### src/rad_regs.svh
// Register offsets, field positions, reset values and timing counts
`ifndef RAD_REGS_SVH
`define RAD_REGS_SVH
// ****************************************
// Register offsets (byte addresses)
// ****************************************
`define RAD_CTRL_OFS        8'h00
`define RAD_STAT_OFS        8'h04
// ****************************************
// Control fields and reset value
// ****************************************
`define RAD_CTRL_OVR_BIT    0
`define RAD_CTRL_MODE_LSB   1
`define RAD_CTRL_DLY_LSB    3
`define RAD_CTRL_RST        5'h00
// ****************************************
// Status fields
// ****************************************
`define RAD_STAT_MODE_LSB   0
`define RAD_STAT_DRV_LSB    2
`define RAD_STAT_RXEN_LSB   4
`define RAD_STAT_CFGERR_BIT 6
`define RAD_STAT_LVL0_LSB   8
`define RAD_STAT_LVL1_LSB   16
// ****************************************
// Timing
// ****************************************
`define RAD_CLK_MHZ         250
`define RAD_TURN_SHORT_US   10
`define RAD_TURN_LONG_US    50
`define RAD_SHORT_CYC       (`RAD_TURN_SHORT_US * `RAD_CLK_MHZ)
`define RAD_LONG_CYC        (`RAD_TURN_LONG_US * `RAD_CLK_MHZ)
`define RAD_FIFO_DEPTH      32
// Synchroniser reset value: line levels idle high, switches off
`define RAD_SYNC_RST        11'h00f
`endif

### src/rad_pkg.sv
// Types shared by the direction-control block
package rad_pkg;
  // Operating mode, two-bit code
  typedef enum logic [1:0] {
    mode_rs422 = 2'b00,
    mode_4wire = 2'b01,
    mode_2wire = 2'b11
  } rad_mode_e;
  // Per-port driver state, Gray coded along idle-drive-hold
  typedef enum logic [1:0] {
    st_idle  = 2'b00,
    st_drive = 2'b01,
    st_hold  = 2'b11
  } rad_state_e;
endpackage

### src/rad_isolator.sv
// Two-port RS422/RS485 repeater direction control with FIFO and APB
// Operation
// - Three modes chosen by static switch inputs
// - Switch one/two decode mode; others fixed
// - RS422 keeps drivers and receivers always enabled
// - 4-wire: driver auto on/off, receiver always on
// - 2-wire: receiver off while driver enabled
// - Driver on at once, off after turnaround
// - Per-port switch picks 10 or 50 us
// - Each port has independent direction control
// - RS422 relays data and handshake transparently
//
// Decided for this implementation: the APB register port and the register addresses.
`include "rad_regs.svh"

// ****************************************
// FIFO with valid/ready on both sides
// ****************************************
module rad_fifo #(
  parameter int WIDTH = 2,
  parameter int DEPTH = `RAD_FIFO_DEPTH
) (
  // Clock, reset, enable
  input  wire logic                     ref_clk_in,
  input  wire logic                     reset_in,
  input  wire logic                     ce_in,
  // Fill side
  input  wire logic                     in_valid_in,
  output logic                          in_ready_out,
  input  wire logic [WIDTH-1:0]         in_data_in,
  // Drain side
  output logic                          out_valid_out,
  input  wire logic                     out_ready_in,
  output logic [WIDTH-1:0]              out_data_out,
  // Fill level
  output logic [$clog2(DEPTH):0]        level_out
);
  localparam int AW = $clog2(DEPTH);
  logic [WIDTH-1:0] mem [DEPTH];        // Storage words
  logic [AW:0]      wr_r, wr_nxt;       // Write pointer with wrap bit
  logic [AW:0]      rd_r, rd_nxt;       // Read pointer with wrap bit
  logic             push, pop;          // Accepted transfers

  // Full when pointers differ only in the wrap bit
  assign in_ready_out  = (wr_r - rd_r) != (AW + 1)'(DEPTH);
  assign out_valid_out = wr_r != rd_r;
  assign out_data_out  = mem[rd_r[AW-1:0]];
  assign level_out     = wr_r - rd_r;
  assign push          = ce_in & in_valid_in & in_ready_out;
  assign pop           = ce_in & out_valid_out & out_ready_in;

  // Pointer next values
  always_comb begin
    wr_nxt = push ? wr_r + 1'b1 : wr_r;
    rd_nxt = pop ? rd_r + 1'b1 : rd_r;
  end

  // Pointer registers
  always_ff @(posedge ref_clk_in or posedge reset_in) begin
    if (reset_in) begin
      wr_r <= '0;
      rd_r <= '0;
    end else begin
      wr_r <= wr_nxt;
      rd_r <= rd_nxt;
    end
  end

  // Storage write, no reset needed
  always_ff @(posedge ref_clk_in) begin
    if (push) begin
      mem[wr_r[AW-1:0]] <= in_data_in;
    end
  end
endmodule // rad_fifo

// ****************************************
// Top: two ports, mode decode, APB slave
// ****************************************
module rad_isolator #(
  parameter int SHORT_CYC  = `RAD_SHORT_CYC,
  parameter int LONG_CYC   = `RAD_LONG_CYC,
  parameter int FIFO_DEPTH = `RAD_FIFO_DEPTH
) (
  // Clock, reset, enable
  input  wire logic        ref_clk_in,
  input  wire logic        reset_in,
  input  wire logic        ce_in,
  // Configuration switches (static pins)
  input  wire logic        two_wire_select_switch_in,
  input  wire logic        bus_mode_select_switch_in,
  input  wire logic        mode_switch_three_off_in,
  input  wire logic        mode_switch_four_on_in,
  input  wire logic        mode_switch_five_off_in,
  input  wire logic [1:0]  turnaround_delay_select_in,
  // Line side, one bit per port
  input  wire logic [1:0]  line_rx_in,
  input  wire logic [1:0]  line_hs_in,
  output logic      [1:0]  line_tx_out,
  output logic      [1:0]  line_hs_out,
  output logic      [1:0]  line_drv_oe_n_out,
  output logic      [1:0]  line_rx_en_out,
  // APB slave
  input  wire logic        psel_in,
  input  wire logic        penable_in,
  input  wire logic        pwrite_in,
  input  wire logic [7:0]  paddr_in,
  input  wire logic [31:0] pwdata_in,
  output logic             pready_out,
  output logic      [31:0] prdata_out,
  output logic             pslverr_out
);
  localparam int CW = $clog2(LONG_CYC + 1);
  localparam int LW = $clog2(FIFO_DEPTH) + 1;

  // Mode decode from the two selecting switches
  function automatic rad_pkg::rad_mode_e decode_mode(input logic sw1,
                                                     input logic sw2);
    if (sw2 & sw1) begin
      decode_mode = rad_pkg::mode_2wire;
    end else if (sw2) begin
      decode_mode = rad_pkg::mode_4wire;
    end else begin
      decode_mode = rad_pkg::mode_rs422;
    end
  endfunction

  // ****************************************
  // Pin synchronisers
  // ****************************************
  logic [10:0] pins;                    // Raw pin vector
  logic [10:0] s1_r, s2_r, s3_r;        // Three-stage chain
  logic [10:0] stab_r, stab_nxt;        // Accepted pin levels

  assign pins = {mode_switch_five_off_in, mode_switch_four_on_in,
                 mode_switch_three_off_in, bus_mode_select_switch_in,
                 two_wire_select_switch_in, turnaround_delay_select_in,
                 line_hs_in, line_rx_in};

  // Take a bit once the second and third stages agree
  always_comb begin
    for (int i = 0; i < 11; i++) begin
      stab_nxt[i] = (s2_r[i] == s3_r[i]) ? s3_r[i] : stab_r[i];
    end
  end

  // Synchroniser registers
  always_ff @(posedge ref_clk_in or posedge reset_in) begin
    if (reset_in) begin
      s1_r   <= `RAD_SYNC_RST;
      s2_r   <= `RAD_SYNC_RST;
      s3_r   <= `RAD_SYNC_RST;
      stab_r <= `RAD_SYNC_RST;
    end else if (ce_in) begin
      s1_r   <= pins;
      s2_r   <= s1_r;
      s3_r   <= s2_r;
      stab_r <= stab_nxt;
    end
  end

  // ****************************************
  // Configuration
  // ****************************************
  logic [4:0]         ctrl_r, ctrl_nxt;  // Software override control
  rad_pkg::rad_mode_e mode;              // Effective mode
  logic [1:0]         dly_short;         // Per-port short delay select
  logic               cfg_err;           // Switch combination unusable
  logic [1:0]         rx_raw, hs_raw;    // Synchronised line levels

  assign rx_raw = stab_r[1:0];
  assign hs_raw = stab_r[3:2];
  // Software may override the switches; otherwise switches rule
  assign mode = ctrl_r[`RAD_CTRL_OVR_BIT] ?
      decode_mode(ctrl_r[`RAD_CTRL_MODE_LSB],
                  ctrl_r[`RAD_CTRL_MODE_LSB+1]) :
      decode_mode(stab_r[6], stab_r[7]);
  assign dly_short = ctrl_r[`RAD_CTRL_OVR_BIT] ?
      ctrl_r[`RAD_CTRL_DLY_LSB +: 2] : stab_r[5:4];
  // Fixed switches out of place, or switch one without two
  assign cfg_err = (stab_r[6] & ~stab_r[7]) | stab_r[8] |
                   ~stab_r[9] | stab_r[10];

  // ****************************************
  // Receive side and FIFOs (port p feeds port 1-p)
  // ****************************************
  logic [1:0] last_r [2];               // Last word pushed per port
  logic [1:0] last_nxt [2];
  logic [1:0] word [2];                 // Current receive word
  logic [1:0] f_in_valid, f_in_ready;   // Fill handshakes
  logic [1:0] f_out_valid, f_out_ready; // Drain handshakes
  logic [1:0] f_out_data [2];           // Words leaving each FIFO
  logic [LW-1:0] f_level [2];           // Fill levels
  logic [1:0] rx_en_r, rx_en_nxt;       // Receiver enables

  // Build words; a blanked receiver reads idle, handshake only in RS422
  always_comb begin
    for (int p = 0; p < 2; p++) begin
      word[p][0] = rx_en_r[p] ? rx_raw[p] : 1'b1;
      word[p][1] = (mode == rad_pkg::mode_rs422) ?
                   hs_raw[p] : 1'b1;
      f_in_valid[p] = word[p] != last_r[p];
      // A refused change stays pending and is offered again
      last_nxt[p] = (f_in_valid[p] & f_in_ready[p]) ? word[p] : last_r[p];
    end
  end

  // Last pushed word registers
  always_ff @(posedge ref_clk_in or posedge reset_in) begin
    if (reset_in) begin
      last_r[0] <= 2'h3;
      last_r[1] <= 2'h3;
    end else if (ce_in) begin
      last_r[0] <= last_nxt[0];
      last_r[1] <= last_nxt[1];
    end
  end

  // One FIFO per direction
  for (genvar g = 0; g < 2; g++) begin : g_fifo
    rad_fifo #(.WIDTH(2), .DEPTH(FIFO_DEPTH)) u_fifo (
      .ref_clk_in    (ref_clk_in),
      .reset_in      (reset_in),
      .ce_in         (ce_in),
      .in_valid_in   (f_in_valid[g]),
      .in_ready_out  (f_in_ready[g]),
      .in_data_in    (word[g]),
      .out_valid_out (f_out_valid[g]),
      .out_ready_in  (f_out_ready[g]),
      .out_data_out  (f_out_data[g]),
      .level_out     (f_level[g])
    );
  end

  // ****************************************
  // Transmit side, per-port direction control
  // ****************************************
  rad_pkg::rad_state_e st_r [2];        // Driver state per port
  rad_pkg::rad_state_e st_nxt [2];
  logic [CW-1:0] cnt_r [2];             // Turnaround countdown
  logic [CW-1:0] cnt_nxt [2];
  logic [1:0] tx_r, tx_nxt;             // Line data out
  logic [1:0] hs_r, hs_nxt;             // Line handshake out
  logic [1:0] drv_r, drv_nxt;           // Driver enable, active high

  // Port q drains the FIFO of port 1-q
  always_comb begin
    for (int q = 0; q < 2; q++) begin
      // 2-wire: hold off while the bus is busy and our driver is off
      f_out_ready[1-q] = ~((mode == rad_pkg::mode_2wire) &
                           (st_r[q] == rad_pkg::st_idle) & ~rx_raw[q]);
      tx_nxt[q] = tx_r[q];
      hs_nxt[q] = hs_r[q];
      if (f_out_valid[1-q] & f_out_ready[1-q]) begin
        tx_nxt[q] = f_out_data[1-q][0];
        hs_nxt[q] = (mode == rad_pkg::mode_rs422) ?
                    f_out_data[1-q][1] : 1'b1;
      end
      st_nxt[q]  = st_r[q];
      cnt_nxt[q] = cnt_r[q];
      if (mode == rad_pkg::mode_rs422) begin
        st_nxt[q] = rad_pkg::st_idle;
      end else begin
        case (st_r[q])
          rad_pkg::st_idle: begin
            if (~tx_nxt[q]) begin
              st_nxt[q] = rad_pkg::st_drive;
            end
          end
          rad_pkg::st_drive: begin
            if (tx_nxt[q]) begin
              st_nxt[q]  = rad_pkg::st_hold;
              cnt_nxt[q] = dly_short[q] ? CW'(SHORT_CYC - 1) :
                                          CW'(LONG_CYC - 1);
            end
          end
          rad_pkg::st_hold: begin
            if (~tx_nxt[q]) begin
              st_nxt[q] = rad_pkg::st_drive;
            end else if (cnt_r[q] == '0) begin
              st_nxt[q] = rad_pkg::st_idle;
            end else begin
              cnt_nxt[q] = cnt_r[q] - 1'b1;
            end
          end
          default: begin
            st_nxt[q] = rad_pkg::st_idle;
          end
        endcase
      end
      // RS422 always drives; RS485 drives while not idle
      drv_nxt[q] = (mode == rad_pkg::mode_rs422) |
                   (st_nxt[q] != rad_pkg::st_idle);
      // Receiver blanked only in 2-wire while driving
      rx_en_nxt[q] = ~((mode == rad_pkg::mode_2wire) &
                       drv_nxt[q]);
    end
  end

  // Transmit and direction registers, one set per port
  always_ff @(posedge ref_clk_in or posedge reset_in) begin
    if (reset_in) begin
      for (int q = 0; q < 2; q++) begin
        st_r[q]  <= rad_pkg::st_idle;
        cnt_r[q] <= '0;
      end
      tx_r    <= 2'h3;
      hs_r    <= 2'h3;
      drv_r   <= 2'h0;
      rx_en_r <= 2'h3;
    end else if (ce_in) begin
      for (int q = 0; q < 2; q++) begin
        st_r[q]  <= st_nxt[q];
        cnt_r[q] <= cnt_nxt[q];
      end
      tx_r    <= tx_nxt;
      hs_r    <= hs_nxt;
      drv_r   <= drv_nxt;
      rx_en_r <= rx_en_nxt;
    end
  end

  assign line_tx_out       = tx_r;
  assign line_hs_out       = hs_r;
  assign line_drv_oe_n_out = ~drv_r;
  assign line_rx_en_out    = rx_en_r;

  // ****************************************
  // APB slave, zero wait states while ce_in is high
  // ****************************************
  logic        setup, wr_acc;           // Phase decodes
  logic [31:0] rd_nxt, prdata_r;        // Read data
  logic        err_nxt, err_r;          // Unmapped address answer
  logic [31:0] stat;                    // Status word

  assign setup  = psel_in & ~penable_in;
  assign wr_acc = psel_in & penable_in & pwrite_in & ~err_r;
  always_comb begin
    stat = '0;
    stat[`RAD_STAT_MODE_LSB +: 2] = mode;
    stat[`RAD_STAT_DRV_LSB +: 2]  = drv_r;
    stat[`RAD_STAT_RXEN_LSB +: 2] = rx_en_r;
    stat[`RAD_STAT_CFGERR_BIT]    = cfg_err;
    stat[`RAD_STAT_LVL0_LSB +: LW] = f_level[0];
    stat[`RAD_STAT_LVL1_LSB +: LW] = f_level[1];
  end

  // Decode in setup phase, write in access phase
  always_comb begin
    rd_nxt   = prdata_r;
    err_nxt  = err_r;
    ctrl_nxt = ctrl_r;
    if (setup) begin
      rd_nxt  = '0;
      err_nxt = 1'b0;
      if (paddr_in == `RAD_CTRL_OFS) begin
        rd_nxt[4:0] = ctrl_r;
      end else if (paddr_in == `RAD_STAT_OFS) begin
        rd_nxt = stat;
      end else begin
        err_nxt = 1'b1;
      end
    end
    if (wr_acc & (paddr_in == `RAD_CTRL_OFS)) begin
      ctrl_nxt = pwdata_in[4:0];
    end
  end

  // APB registers
  always_ff @(posedge ref_clk_in or posedge reset_in) begin
    if (reset_in) begin
      prdata_r <= '0;
      err_r    <= 1'b0;
      ctrl_r   <= `RAD_CTRL_RST;
    end else if (ce_in) begin
      prdata_r <= rd_nxt;
      err_r    <= err_nxt;
      ctrl_r   <= ctrl_nxt;
    end
  end

  assign pready_out  = ce_in;
  assign prdata_out  = prdata_r;
  assign pslverr_out = err_r & psel_in & penable_in;
endmodule // rad_isolator

### config.mk
export PLATFORM = sky130hd
export DESIGN_NAME = rad_isolator
export DESIGN_NICKNAME = d
export VERILOG_FILES = /design/src/rad_pkg.sv /design/src/rad_isolator.sv
export VERILOG_INCLUDE_DIRS = /design/src
export SDC_FILE = /design/constraint.sdc
export NUM_CORES = 1
export LEC_CHECK = 0
export ABC_AREA = 1
export BUFFER_PORTS_ARGS = -buffer_cell sky130_fd_sc_hd__buf_2
export CORE_UTILIZATION = 40
export CTS_BUF_LIST = sky130_fd_sc_hd__clkbuf_8
export CTS_CLUSTER_DIAMETER = 50
export DETAILED_ROUTE_END_ITERATION = 6
export GPL_TIMING_DRIVEN = 0
export SYNTH_ARGS = -nofsm -noshare
export SYNTH_HDL_FRONTEND = slang
export SYNTH_HIERARCHICAL = 1
export SYNTH_SLANG_ARGS = --single-unit
export TNS_END_PERCENT = 1
### constraint.sdc
create_clock -name ref_clk_in -period 5.88 [get_ports ref_clk_in]
set_clock_uncertainty 0.2 [all_clocks]
set_input_delay 1.176 -clock ref_clk_in [delete_from_list [all_inputs] [get_ports ref_clk_in]]
set_output_delay 1.176 -clock ref_clk_in [all_outputs]
set_load 0.05 [all_outputs]
# Word-level counts from Yosys, hierarchy flattened
# Memory sizes are Yosys's and may differ from the RTL's.
# Cells that the tools add are included.
# classes
n_addsub	8
n_eq_ne	29
n_mux	45
n_bitwise	45
n_reduce_logical	29
# ops
op	count
14-bit two-way mux	8
14-bit one-hot mux with 2 select lines	2
2-bit AND reduction	17
1-bit AND	28
14-bit zero test	2
2-bit two-way mux	14
14-bit by 1-bit subtractor with 14-bit output (second input constant)	2
27-bit two-way mux	1
6-bit by 1-bit adder with 6-bit output (second input constant)	4
22-bit two-way mux	1
1-bit two-way mux	16
2-bit inequality test (second input constant)	6
6-bit inequality test	2
6-bit inequality test (second input constant)	2
2-bit one-hot mux with 3 select lines	2
6-bit AND reduction	2
6-bit subtractor	2
1-bit == test	11
1-bit NOT	11
8-bit by 3-bit == test with 1-bit output (second input constant)	1
8-bit zero test	1
2-bit nonzero test	4
2-bit == test (second input constant)	3
2-bit zero test	3
5 further kinds	11
# word_totals
register_bits	150
mem_bits_rw	128
in_bits	57
out_inout_bits	42
wordCells	190
n_memories	2
# memory_table
memory	depth	width	rd	rd_clocked_by_memory_dff	wr	line_no	source
g_fifo[0].u_fifo.mem	32	2	1	0	1	rad_isolator.sv:39	logic [WIDTH-1:0] mem [DEPTH];
g_fifo[1].u_fifo.mem	32	2	1	0	1	rad_isolator.sv:39	

# Longest topological paths before layout
# depth
depth_word	16
depth_mapped	19
ltp_nobuf	17

# By module
# The synthesis kept the hierarchy.
# by_module_without_submodules
module	instances	cells_per_inst	area_each_um2	seq_area_each_um2
rad_fifo	2	423	3943.8	2222.1
rad_isolator	1	661	5701.7	2860.2

# Least setup slack after synthesis
# No wires, ideal clock.
# synth_path
kind	input -> output
startpoint	input port penable_in
endpoint	output port pslverr_out
arrival_time_ns	1.875
t_required_ns	4.504
setup_slack_ns	2.629
stages	2
path_buffers	0
cell_sequence	nand2_1 nor2_1
# synth_via
elab_chain_len	1
# synth_rtl
element	line_no	source
start: declaration	rad_isolator.sv:105	input wire logic penable_in,
1-bit AND	rad_isolator.sv:384	assign pslverr_out = err_r & psel_in & penable_in;
end: declaration	rad_isolator.sv:111	output logic pslverr_out
# Every way passes these cells.

==> results.md <==
- Run status: completed
- Required time of the critical path: 5.94 ns
- Total wire length after detailed routing: 32.6 mm
- Die height: 186 um
- I/O pin count: 99
- Share of flip-flops with an asynchronous set or reset after synthesis: 51.7%
- DIE AREA: 34700 um^2
- R2r setup slk: 2.32 ns
- Critical setup path kind: flip-flop to flip-flop
- Worst hold slack: 0.272 ns
- CTS H-Tree Depth: 2
- Kind of start point of the critical path: flip-flop
- Cell area power density: 427 nW/um^2
- Post-cts hold buffer count: 0
- TritonCTS clock tree: yes
- Flop and latch count out of synthesis: 265
- Via density per instance: 4.95
- Routed vias: 10500
- Placer congestion estimate: 0.826
- Setup repair after global routing missed its margin: no
- Maximum number of pins on one net before global-route repair: 64
- Clock buffer count from CTS: 48
- Xor and xnor area share after synthesis: 2.00%
- Clk buf depth: 3
- VDD IR-drop max: 0.173 mV
- Initial antenna violation count: 0
- Synth Area per Inst: 9.02 um^2
- Estimated wirelength of the detail-placed design: 23.0 mm
- Number of slew-limit violations in the final report: 0
- NumNets Final: 1709
- Placeable Area: 33400 um^2
- Ant. Diodes: 0
- Most common cell after layout, fill and taps aside: sky130_fd_sc_hd__nand2_1
- Total setup buffers inserted after CTS: 0
- Cell count after synthesis: 1507
- Achievable clock frequency: 0.281 GHz
- Synthesized area: 13600 um^2
- Crit share post-route: 60.6%
- CP Data Arrival Time: 3.62 ns
- Layout Area Growth over Synthesis: 14.2%
- Post-DRT Antenna Nets: 0
- Number of clock sinks: 265
- Min-Delay Path Class: flip-flop to flip-flop
- Adder and majority cell fraction of the synthesized area: 2.32%
- Number of design rule violations left after detail routing: 0
- Leakage Power: 6.89 nW
- Non-Filler Cell Area, Final: 15500 um^2
- Endpoint type of the worst setup path: flip-flop
- Initial cell density of the core: 40.6%
- Share of layout cells above drive strength 1: 18.8%
- Via count of the first global-routing pass: 10100
- First-pass GRT wire length: 53.3 mm
- Post-detailed-route wirelength per cell: 15.4 um
- Yosys warns: 6
- Relative slew slack: 14.5%
- Maximum fanout encountered on the critical timing path: 34
- Unique masters post-synth: 51
- Setup TNS Final: 0 ns
- GRT Residual Overflow: 0
- Max-cap violations: 0
- Die width: 186 um
- Number of optimization iterations in the first detailed-route pass: 5
- Mux cell area share after synthesis: 0.249%
- PostCTS Resize Cnt: 0
- Clock tree root buffer cell: sky130_fd_sc_hd__clkbuf_8
- Number of rows created at floorplan: 67
- Final Critical Period: 3.56 ns
- Main combinational cell family by area after synthesis: simple AND/OR/NAND/NOR gates
- Fraction of the mapped netlist area in compound gates: 8.38%
- Clock network latency to the later pin of the worst-skew pair: 0.60 ns
- Highest-count cells in the layout ignoring fill and taps: 354 x sky130_fd_sc_hd__nand2_1, 206 x sky130_fd_sc_hd__nor2_1, 148 x sky130_fd_sc_hd__inv_1
- Seq/Total Area, Yosys: 53.8%
- Worst-path clk slew: 0.06 ns
- Number of flops mapped to enable cells by yosys: 128
- Placed Area: 14500 um^2
- Prevailing post-synth register cell: sky130_fd_sc_hd__edfxtp_1
- Final Hold Vio Count: 0
- Area share of and/or/nand/nor cells after synthesis: 26.0%
- Iteration-0 DRC Markers: 795
- Aggregate global-route resource usage: 19.2%
- Number of setup violations in the final report: 0
- Count of buffers inserted at the top-level ports: 58
- Actual slew at the worst max-slew pin: 1.28 ns
[cell families (layout without fill, tap and decap cells)]
kind of cell | count (synthesis) | count (layout)
AO/OA/AOI/OAI | 192 | 192
multiplexers | 3 | 3
XOR/XNOR | 31 | 31
AND/OR/NAND/NOR | 785 | 785
flip-flops | 265 | 265
adder cells (fa/ha/maj) | 24 | 24
other | 1 | 13
buffers and inverters | 206 | 355
[synth_stat cells, types with 3 or more instances]
| library cell | number | area (um^2) |
|---|---|---|
| sky130_fd_sc_hd__o21ai_1 | 5 | 25.0 |
| sky130_fd_sc_hd__inv_1 | 129 | 484 |
| sky130_fd_sc_hd__mux2_2 | 3 | 33.8 |
| sky130_fd_sc_hd__xor2_1 | 27 | 236 |
| sky130_fd_sc_hd__nor2_2 | 39 | 244 |
| sky130_fd_sc_hd__o21ai_2 | 6 | 52.6 |
| sky130_fd_sc_hd__inv_2 | 6 | 22.5 |
| sky130_fd_sc_hd__dfrtp_1 | 111 | 2780 |
| sky130_fd_sc_hd__nand2_1 | 354 | 1330 |
| sky130_fd_sc_hd__o21ai_0 | 116 | 581 |
| sky130_fd_sc_hd__nand2_2 | 25 | 156 |
| sky130_fd_sc_hd__edfxtp_1 | 128 | 3840 |
| sky130_fd_sc_hd__o31ai_2 | 5 | 62.6 |
| sky130_fd_sc_hd__nor3_1 | 13 | 65.1 |
| sky130_fd_sc_hd__clkdlybuf4s25_2 | 6 | 60.1 |
| sky130_fd_sc_hd__buf_2 | 12 | 60.1 |
| sky130_fd_sc_hd__xnor2_1 | 4 | 35.0 |
| sky130_fd_sc_hd__nand4_1 | 4 | 25.0 |
| sky130_fd_sc_hd__nand3_1 | 109 | 546 |
| sky130_fd_sc_hd__buf_4 | 16 | 120 |
| sky130_fd_sc_hd__a21oi_1 | 19 | 95.1 |
| sky130_fd_sc_hd__ha_1 | 22 | 275 |
| sky130_fd_sc_hd__dfstp_2 | 26 | 683 |
| sky130_fd_sc_hd__a22o_1 | 13 | 114 |
| sky130_fd_sc_hd__clkbuf_1 | 25 | 93.8 |
| sky130_fd_sc_hd__nor2_1 | 206 | 773 |
| sky130_fd_sc_hd__o211ai_1 | 20 | 150 |
| sky130_fd_sc_hd__nand2_4 | 9 | 101 |
| sky130_fd_sc_hd__nor2_4 | 7 | 78.8 |
| sky130_fd_sc_hd__buf_12 | 5 | 100 |
| sky130_fd_sc_hd__o31ai_1 | 3 | 22.5 |
| sky130_fd_sc_hd__nand3_2 | 8 | 80.1 |
[state kept, by name (all words and copies together) (netlist names), 4 cells and up]
signal	count
prdata_out	19
s1_r	11
st_r	4
cnt_r	28
stab_r	11
last_r	4
g_fifo.u_fifo/rd_r	12
ctrl_r	5
s2_r	11
g_fifo.u_fifo/wr_r	12
s3_r	11
g_fifo.u_fifo/mem	128
[metal layers]
layer | vias up | part of all wire (%) | GRT usage (%)
met5 | - | 0 | 0
met4 | 0 | 2.2 | 6.04
li1 | 5162 | - | -
met3 | 46 | 4.9 | 2.99
met2 | 258 | 47 | 31.2
met1 | 5015 | 46 | 26.2
[path summary, 6_finish.rpt]
| check | end | cells past startpoint | start |
|---|---|---|---|
| setup / recovery | g_fifo[0].u_fifo/mem[24][0] | 10 | ctrl_r[0] |
| hold / removal | s3_r[3] | 2 | s3_r[3] |
| setup reg to reg | g_fifo[0].u_fifo/mem[24][0] | 10 | ctrl_r[0] |
| hold reg to reg | s3_r[3] | 2 | s3_r[3] |
| max in group asynchronous | line_tx_out[0] | 3 | reset_in |
| min in group asynchronous | prdata_out[11] | 2 | reset_in |
[cell type report]
| cell class | count | area (um^2) |
|---|---|---|
| fill | 3242 | 17900 |
| sequential | 265 | 7300 |
| multi-input combinational | 1048 | 5340 |
| clock buffer | 59 | 812 |
| tap | 448 | 561 |
| inverter | 138 | 533 |
| buffer | 68 | 467 |
| timing repair buffer | 59 | 318 |
| clock inverter | 31 | 190 |
[where the power goes]
part	internal [mW]	total [mW]	switching, mW
Combinational	0.775	2.49	1.71
Clock	0.998	1.77	0.772
Sequential	2.21	2.36	0.150
Total	3.99	6.62	2.64
[stage by stage]
stage               std cells  worst slack [ns]  total power [mW]  util [%]
floorplan                1519              1.56              4.19         -
global placement         2025            0.0515              4.83      43.3
detailed placement       2026              2.29              4.88      43.4
CTS                      2116              2.27              6.68      46.4
global route             2116              2.03              7.07      46.4
finish                   2116              2.32              6.62      46.4
[critical path: stages, from the launching register on]
cell                      delay [ns]
sky130_fd_sc_hd__dfrtp_1        0.51
sky130_fd_sc_hd__o21ai_2        0.37
sky130_fd_sc_hd__inv_2          0.16
sky130_fd_sc_hd__nand2_1        0.92
sky130_fd_sc_hd__nand2_1        0.10
sky130_fd_sc_hd__nand3_1        0.13
sky130_fd_sc_hd__nand2_1        0.12
sky130_fd_sc_hd__inv_1          0.24
sky130_fd_sc_hd__nand2_8        0.13
sky130_fd_sc_hd__buf_12         0.18
sky130_fd_sc_hd__nor2_2         0.16
(Power assumes the default switching activity.)
